$ cat src/common/bwdt_pkg.sv
// Purpose: shared constants for the board watchdog timer
// Assumes: one 250 MHz clock, synchronous active-high reset
// Notes:   time-out held as an 8-bit unit count, zero disables
package bwdt_pkg;

   // count width and the disabling value
   localparam int          CNT_W          = 8;
   localparam logic [7:0]  CNT_OFF        = 8'h00;
   localparam logic [7:0]  CNT_LAST       = 8'h01;

   // clock and unit timing
   localparam longint      CLK_PERIOD_PS  = 64'd4000;
   localparam longint      SEC_PS         = 64'd1000000000000;
   localparam longint      SEC_CYCLES     = SEC_PS / CLK_PERIOD_PS;
   localparam int          SECS_PER_MIN   = 60;

   // length of the cold reset strobe
   localparam longint      RST_PULSE_NS   = 64'd64;
   localparam longint      RST_CYCLES_L   = (RST_PULSE_NS * 64'd1000 + CLK_PERIOD_PS - 64'd1) / CLK_PERIOD_PS;
   localparam logic [7:0]  RST_CYCLES     = RST_CYCLES_L[7:0];

   // unit select encodings
   localparam logic        UNIT_SEC       = 1'b0;
   localparam logic        UNIT_MIN       = 1'b1;

   // expiry action encodings
   localparam logic        ACT_RESET      = 1'b0;
   localparam logic        ACT_NMI        = 1'b1;

   // controller states, gray along idle, run, fire
   typedef enum logic [1:0]
   {
      BWDT_IDLE = 2'b00,
      BWDT_RUN  = 2'b01,
      BWDT_FIRE = 2'b11
   } bwdt_state_t;

endpackage : bwdt_pkg

$ cat src/common/bwdt_tick_if.sv
// Purpose: link between the watchdog controller and its unit tick source
// Assumes: single clock domain
// Notes:   restart realigns the tick so a fresh load gets a full first unit
`timescale 1ns/1ps
interface bwdt_tick_if;
   logic restart;
   logic unit_min;
   logic tick;

   modport ctrl
   (
      output restart,
      output unit_min,
      input  tick
   );

   modport gen
   (
      input  restart,
      input  unit_min,
      output tick
   );
endinterface : bwdt_tick_if

$ cat src/bwdt_tick.sv
// Purpose: one-cycle tick at the end of every watchdog time unit
// Assumes: clock rate fixed by SEC_CYCLES
// Notes:   unit is one second or one minute, chosen by unit_min
`timescale 1ns/1ps
module bwdt_tick #(
   parameter longint SEC_CYCLES   = bwdt_pkg::SEC_CYCLES,
   parameter int     SECS_PER_MIN = bwdt_pkg::SECS_PER_MIN
)(
   input  wire logic clk,
   input  wire logic sys_rst,
   bwdt_tick_if.gen  tk
);
   localparam int PRE_W = $clog2(SEC_CYCLES + 1);
   localparam int SEC_W = $clog2(SECS_PER_MIN + 1);
   localparam logic [PRE_W-1:0] PRE_LAST = PRE_W'(SEC_CYCLES - 1);
   localparam logic [SEC_W-1:0] SEC_LAST = SEC_W'(SECS_PER_MIN - 1);

   logic [PRE_W-1:0] pre;
   logic [SEC_W-1:0] secs;
   logic             sec_end;

   assign sec_end = (pre == PRE_LAST);

   // cycle prescaler down to one second
   always_ff @(posedge clk)
   begin
      if (sys_rst || tk.restart || sec_end)
         pre <= '0;
      else
         pre <= pre + PRE_W'(1);
   end

   // seconds within a minute
   always_ff @(posedge clk)
   begin
      if (sys_rst || tk.restart)
         secs <= '0;
      else if (sec_end)
         secs <= (secs == SEC_LAST) ? '0 : secs + SEC_W'(1);
   end

   // unit tick, registered
   always_ff @(posedge clk)
   begin
      if (sys_rst || tk.restart)
         tk.tick <= 1'b0;
      else
         tk.tick <= sec_end && ((tk.unit_min == bwdt_pkg::UNIT_SEC) || (secs == SEC_LAST));
   end
endmodule : bwdt_tick

$ cat src/bwdt_top.sv
// Purpose: system watchdog with an 8-bit unit count and reset or nmi action
// Assumes: load strobe and settings synchronous to clk
// Notes:   settings stand in for setup options, no software registers
//
// What this block does
// - on expiry the block drives a cold reset strobe or an nmi pulse, chosen by act_nmi.
// - a nonzero load starts counting down from that value, one step per time unit.
// - when the count reaches zero the expiry action is fired.
// - loading zero stops the watchdog and no action follows.
// - the step length comes from the unit select input, not from the loaded value.
`timescale 1ns/1ps
module bwdt_top #(
   parameter longint     SEC_CYCLES   = bwdt_pkg::SEC_CYCLES,
   parameter int         SECS_PER_MIN = bwdt_pkg::SECS_PER_MIN,
   parameter logic [7:0] RST_CYCLES   = bwdt_pkg::RST_CYCLES
)(
   input  wire logic                      clk,
   input  wire logic                      sys_rst,
   input  wire logic                      load_valid,
   input  wire logic [bwdt_pkg::CNT_W-1:0] load_value,
   input  wire logic                      unit_min,
   input  wire logic                      act_nmi,
   output logic                           cold_rst,
   output logic                           nmi,
   output logic                           active,
   output logic                           expired,
   output logic [bwdt_pkg::CNT_W-1:0]     count
);

   bwdt_pkg::bwdt_state_t state;
   bwdt_pkg::bwdt_state_t next_state;

   bwdt_tick_if tick_link ();

   logic       load_nz;
   logic       load_zero;
   logic       step;
   logic       last_step;
   logic       fire_done;
   logic       act_latch;
   logic [7:0] pulse_cnt;

   // unit tick source, realigned on every accepted load
   bwdt_tick #(
      .SEC_CYCLES   (SEC_CYCLES),
      .SECS_PER_MIN (SECS_PER_MIN)
   ) u_tick (
      .clk     (clk),
      .sys_rst (sys_rst),
      .tk      (tick_link)
   );

   // unit select passes straight to the tick source
   assign tick_link.unit_min = unit_min;

   // a load counts unless the fire phase is running
   function automatic logic bwdt_take(input logic valid, input bwdt_pkg::bwdt_state_t st);
      bwdt_take = valid && (st != bwdt_pkg::BWDT_FIRE);
   endfunction : bwdt_take

   // loads are ignored while the reset strobe is out
   assign load_nz   = bwdt_take(load_valid, state) && (load_value != bwdt_pkg::CNT_OFF);
   assign load_zero = bwdt_take(load_valid, state) && (load_value == bwdt_pkg::CNT_OFF);
   assign tick_link.restart = load_nz || load_zero;

   // one count step per unit while running
   assign step      = (state == bwdt_pkg::BWDT_RUN) && tick_link.tick && !load_valid;
   assign last_step = step && (count == bwdt_pkg::CNT_LAST);

   // end of the fire phase: nmi is one cycle, reset is a timed strobe
   assign fire_done = (act_latch == bwdt_pkg::ACT_NMI) || (pulse_cnt == RST_CYCLES);

   // next state
   always_comb
   begin
      next_state = state;
      unique case (state)
         bwdt_pkg::BWDT_IDLE:
         begin
            if (load_nz)
               next_state = bwdt_pkg::BWDT_RUN;
         end
         bwdt_pkg::BWDT_RUN:
         begin
            if (load_zero)
               next_state = bwdt_pkg::BWDT_IDLE;
            else if (last_step)
               next_state = bwdt_pkg::BWDT_FIRE;
         end
         bwdt_pkg::BWDT_FIRE:
         begin
            if (fire_done)
               next_state = bwdt_pkg::BWDT_IDLE;
         end
         default:
            next_state = bwdt_pkg::BWDT_IDLE;
      endcase
   end

   // state register
   always_ff @(posedge clk)
   begin
      if (sys_rst)
         state <= bwdt_pkg::BWDT_IDLE;
      else
         state <= next_state;
   end

   // time-out counter, 8 bits, reloaded on every accepted load
   always_ff @(posedge clk)
   begin
      if (sys_rst)
         count <= bwdt_pkg::CNT_OFF;
      else if (load_nz || load_zero)
         count <= load_value;
      else if (step)
         count <= count - 8'h01;
   end

   // action choice frozen at the moment of expiry
   always_ff @(posedge clk)
   begin
      if (sys_rst)
         act_latch <= bwdt_pkg::ACT_RESET;
      else if (last_step)
         act_latch <= act_nmi;
   end

   // strobe length counter during the fire phase
   always_ff @(posedge clk)
   begin
      if (sys_rst || state != bwdt_pkg::BWDT_FIRE)
         pulse_cnt <= 8'h01;
      else
         pulse_cnt <= pulse_cnt + 8'h01;
   end

   // cold reset strobe
   always_ff @(posedge clk)
   begin
      if (sys_rst)
         cold_rst <= 1'b0;
      else if (last_step)
         cold_rst <= (act_nmi == bwdt_pkg::ACT_RESET);
      else if (state == bwdt_pkg::BWDT_FIRE && fire_done)
         cold_rst <= 1'b0;
   end

   // nmi pulse, one cycle
   always_ff @(posedge clk)
   begin
      if (sys_rst)
         nmi <= 1'b0;
      else
         nmi <= last_step && (act_nmi == bwdt_pkg::ACT_NMI);
   end

   // running flag
   always_ff @(posedge clk)
   begin
      if (sys_rst)
         active <= 1'b0;
      else
         active <= (next_state == bwdt_pkg::BWDT_RUN);
   end

   // sticky expiry flag, set wins over the clear by a load
   always_ff @(posedge clk)
   begin
      if (sys_rst)
         expired <= 1'b0;
      else if (last_step)
         expired <= 1'b1;
      else if (load_nz || load_zero)
         expired <= 1'b0;
   end

endmodule : bwdt_top

$ cat config.mk
export PLATFORM = sky130hd
export DESIGN_NAME = bwdt_top
export DESIGN_NICKNAME = d
export VERILOG_FILES = /design/src/common/bwdt_pkg.sv /design/src/common/bwdt_tick_if.sv /design/src/bwdt_tick.sv /design/src/bwdt_top.sv
export SDC_FILE = /design/constraint.sdc
export NUM_CORES = 1
export LEC_CHECK = 0
export BUFFER_PORTS_ARGS = -buffer_cell sky130_fd_sc_hd__buf_2
export CORE_UTILIZATION = 35
export CTS_CLUSTER_DIAMETER = 120
export DETAILED_ROUTE_END_ITERATION = 7
export PLACE_DENSITY_LB_ADDON = 0.3
export REMOVE_ABC_BUFFERS = 1
export SYNTH_ARGS = -nofsm -noshare
export SYNTH_HDL_FRONTEND = slang
export SYNTH_SLANG_ARGS = --single-unit
$ cat constraint.sdc
create_clock -name clk -period 2.5 [get_ports clk]
set_input_delay 0.375 -clock clk [delete_from_list [all_inputs] [get_ports clk]]
set_output_delay 0.375 -clock clk [all_outputs]
set_load 0.03 [all_outputs]
==> Implementation_results.wiki <==
{| class="wikitable"
! Metric !! Value
|-
| Run status || completed
|-
| Cell area after technology mapping || 0.00279 mm^2
|-
| Fraction of synthesis flops using an asynchronous set or reset pin || 0
|-
| Sequential share of power || 0.418
|-
| Worst hold-check slack || ~240 ps
|-
| Largest fanout of any net on the critical path || 14
|-
| Die span in x || 91.3 um
|-
| Net load switching power || 0.457 mW
|-
| # placed instances || between 400 and 500
|-
| Overflow left after global routing || 0
|-
| Leading area contributor after synthesis || dfxtp_1
|-
| Hold buffer count at CTS || 0
|-
| Critical path arrival || 2580 ps
|-
| CTS Buf Count || 9
|-
| Initial antenna violation count || 0
|-
| Critical path class || flip-flop to flip-flop
|-
| Number of port buffers || 24
|-
| Data required, critical path || approximately 2800 ps
|-
| Final Net Count || around 370
|-
| End point of the worst hold path || u_tick.tk.tick
|-
| Clock tree buffer depth || 2
|-
| Post-Syn Instances || approximately 330
|-
| Largest net degree at the start of global routing || 21
|-
| Vias in the first global route || 2292
|-
| Highest clock rate || roughly 430 MHz
|-
| Comb pwr share || 0.043
|-
| Fraction of the cycle the final worst path needs || 0.921
|-
| Setup repair after global routing missed its margin || no
|-
| Number of synthesized flops with an enable pin || 0
|-
| DRT antenna net count || 0
|-
| Slew Limit Headroom || 0.610
|-
| Worst-path clk slew || roughly 70 ps
|-
| Dominant synthesized flop cell || dfxtp_1
|-
| Number of antenna diodes || 0
|-
| Synth top area share || 0.416
|-
| Synthesized area per cell || 8.51 um^2
|-
| Remaining DRCs || 0
|-
| Slew at the pin with the worst max-slew slack || 585 ps
|-
| Sum of net half-perimeters after detailed placement || between 4 and 5 mm
|-
| R2R cell count || 5
|-
| Pre-Repair DR Iteration Count || 4
|-
| DR iter-0 viols || 122
|-
| Row count || 32
|-
| Number of register bits inferred by synthesis || between 50 and 60
|-
| Proportion of total power due to net switching || 0.201
|-
| Hold violation total from the final report || 0
|-
| Clock tree from TritonCTS || done
|-
| Clock network fraction of total power || 0.539
|-
| Critical R2R Launch || u_tick.pre[0]
|-
| Startpoint class of the critical path || flip-flop
|-
| Wire length of the first global-routing pass || about 11 mm
|-
| Root buf cell || clkbuf_8
|-
| Total setup violations reported at the end of the flow || 0
|-
| Aggregate routed wire length || 6.23 mm
|-
| Part of the Yosys area used for sequential elements || 0.416
|-
| Setup slack of the worst register-to-register path || 200 ps
|-
| Total via count in the routed design || 2529
|-
| Share of final-layout standard cells stronger than drive strength 1 || 0.143
|-
| Leakage power of the design || ~1.1 nW
|-
| Number of filler instances in the final layout || 753
|-
| Post-route setup TNS || 0 ps
|-
| Max-cap violations || 0
|-
| Insertion delay to the later sink of the worst-skew pair || 350 ps
|-
| Power per standard cell area || 691 mW/mm^2
|-
| Crit path capture type || flip-flop
|-
| Area Growth Syn to Fin || 17.7%
|-
| Area inside the core boundary || a little under 0.008 mm^2
|-
| Effective utilization at floorplan || 0.361
|-
| Average vias per placed instance || 5.51
|-
| Clock Sink Count || 58
|-
| Die Height || about 91 um
|-
| Worst min path class || primary input to flip-flop
|-
| Total of warnings raised by yosys || 0
|-
| Destination of the worst register-to-register timing path || u_tick.pre[26]
|-
| Leading cell type by number of instances after synthesis || dfxtp_1
|-
| Routability cong. || roughly 0.80
|-
| Clock Skew || 12.1 ps
|-
| Count of cells resized by post-cts repair || 0
|-
| Post-Layout Cell Count || between 400 and 500
|-
| List of most frequent post-synthesis cells || dfxtp_1 (58), nor2_1 (37), a21oi_1 (34), nand2_1 (16)
|-
| Final-report max-slew violation count || 0
|-
| Instance count along the most critical hold path || 2
|-
| GRT Util Overall || 0.162
|-
| Internal power summed over all cells || 1.82 mW
|-
| Die Footprint || between 0.008 and 0.009 mm^2
|-
| Worst ir drop on vdd || 0.307 mV
|-
| Post-synth cell types || 51
|-
| Post-detailed-route wirelength per cell || 13.6 um
|-
| Launch instance of the worst min-delay path || unit_min
|-
| Biggest area contributors in the synthesized netlist || dfxtp_1 (42%), a21oi_1 (6.1%), nor2_1 (5.0%)
|-
| H-tree level count || 3
|-
| Post-layout min period || 2300 ps
|-
| Boundary pin count || 25
|-
| Number of setup buffers added after CTS || 0
|}
[layout by cell type, fill, tap and decap left out, types with 7 or more instances in the layout]
master	n
dfxtp_1	58
nor2_1	37
a21oi_1	34
buf_2	24
nand2_1	16
nand3_1	15
or4_1	15
o31ai_1	14
inv_1	13
clkbuf_8	12
o21ai_0	10
nand4_1	10
xor2_1	9
xnor2_1	8
or3_1	7
[worst max path at each step]
stage,start,to,slack [ps],cells past startpoint
CTS,u_tick.pre[0],u_tick.pre[26],200,5
detailed placement,u_tick.pre[0],u_tick.pre[26],200,5
global route,u_tick.pre[3],u_tick.pre[23],50,4
finish,u_tick.pre[0],u_tick.pre[26],200,5
global placement,u_tick.pre[0],u_tick.pre[26],260,5
floorplan,u_tick.pre[10],u_tick.pre[11],370,4
[logic make-up after synthesis]
logic type | synth area share
xor gates and xnor gates | 0.0533
adders and majority gates | 0.0269
DFF | 0.416
and+or+nand+nor | 0.288
AOI/OAI and AO/OA | 0.170
buffers and inverters | 0.0417
muxes | 0.00359
[registers in the layout, indices dropped and copies added, names as in the netlist]
register        flops
count               8
u_tick.secs         6
cold_rst            1
state               2
u_tick.tk.tick      1
u_tick.pre         28
nmi                 1
active              1
expired             1
pulse_cnt           8
act_latch           1
[per-stage QoR]
stage	setup WS [ps]	instance area, um^2	power [mW]	util
after floorplan	373	2720	1.02	-
after global placement	264	3000	1.07	0.388
after detailed placement	200	3000	1.07	0.388
after CTS	201	3290	2.29	0.425
after global routing	50.6	3290	2.36	0.425
final	197	3290	2.27	0.425
[cell type report]
| type | count | area [um^2] | area share |
|---|---|---|---|
| Clock buffer | 12 | 165 | 0.0502 |
| Timing Repair Buffer | 28 | 150 | 0.0457 |
| Clock inverter | 4 | 120 | 0.0365 |
| Inverter | 13 | 48.8 | 0.0148 |
| Tap cell | 102 | 128 | 0.0388 |
| Multi-Input combinational cell | 242 | 1510 | 0.461 |
| Sequential cell | 58 | 1160 | 0.353 |
[worst max-delay path: stages, from the launching register on]
cell	delay (ps)
dfxtp_1	400
ha_1	310
inv_1	90
or4_4	630
or4b_2	660
a21oi_1	150
[per-layer routing]
| layer | up-vias | track usage | share of wire |
|---|---|---|---|
| li1 | 1272 | - | - |
| met5 | - | 0 | 0 |
| met4 | 0 | 0.0542 | 0.012 |
| met2 | 67 | 0.239 | 0.44 |
| met1 | 1181 | 0.216 | 0.50 |
| met3 | 9 | 0.0595 | 0.050 |
[power by group through the flow]
stage | registers (mW) | clock network [mW] | logic, mW
after floorplan | 0.983 | 0 | 0.0413
after global placement | 0.969 | 0 | 0.0968
after detailed placement | 0.970 | 0 | 0.0981
after CTS | 0.949 | 1.24 | 0.0983
after global routing | 0.951 | 1.30 | 0.109
final | 0.949 | 1.22 | 0.0985
(Power assumes the default switching activity.)
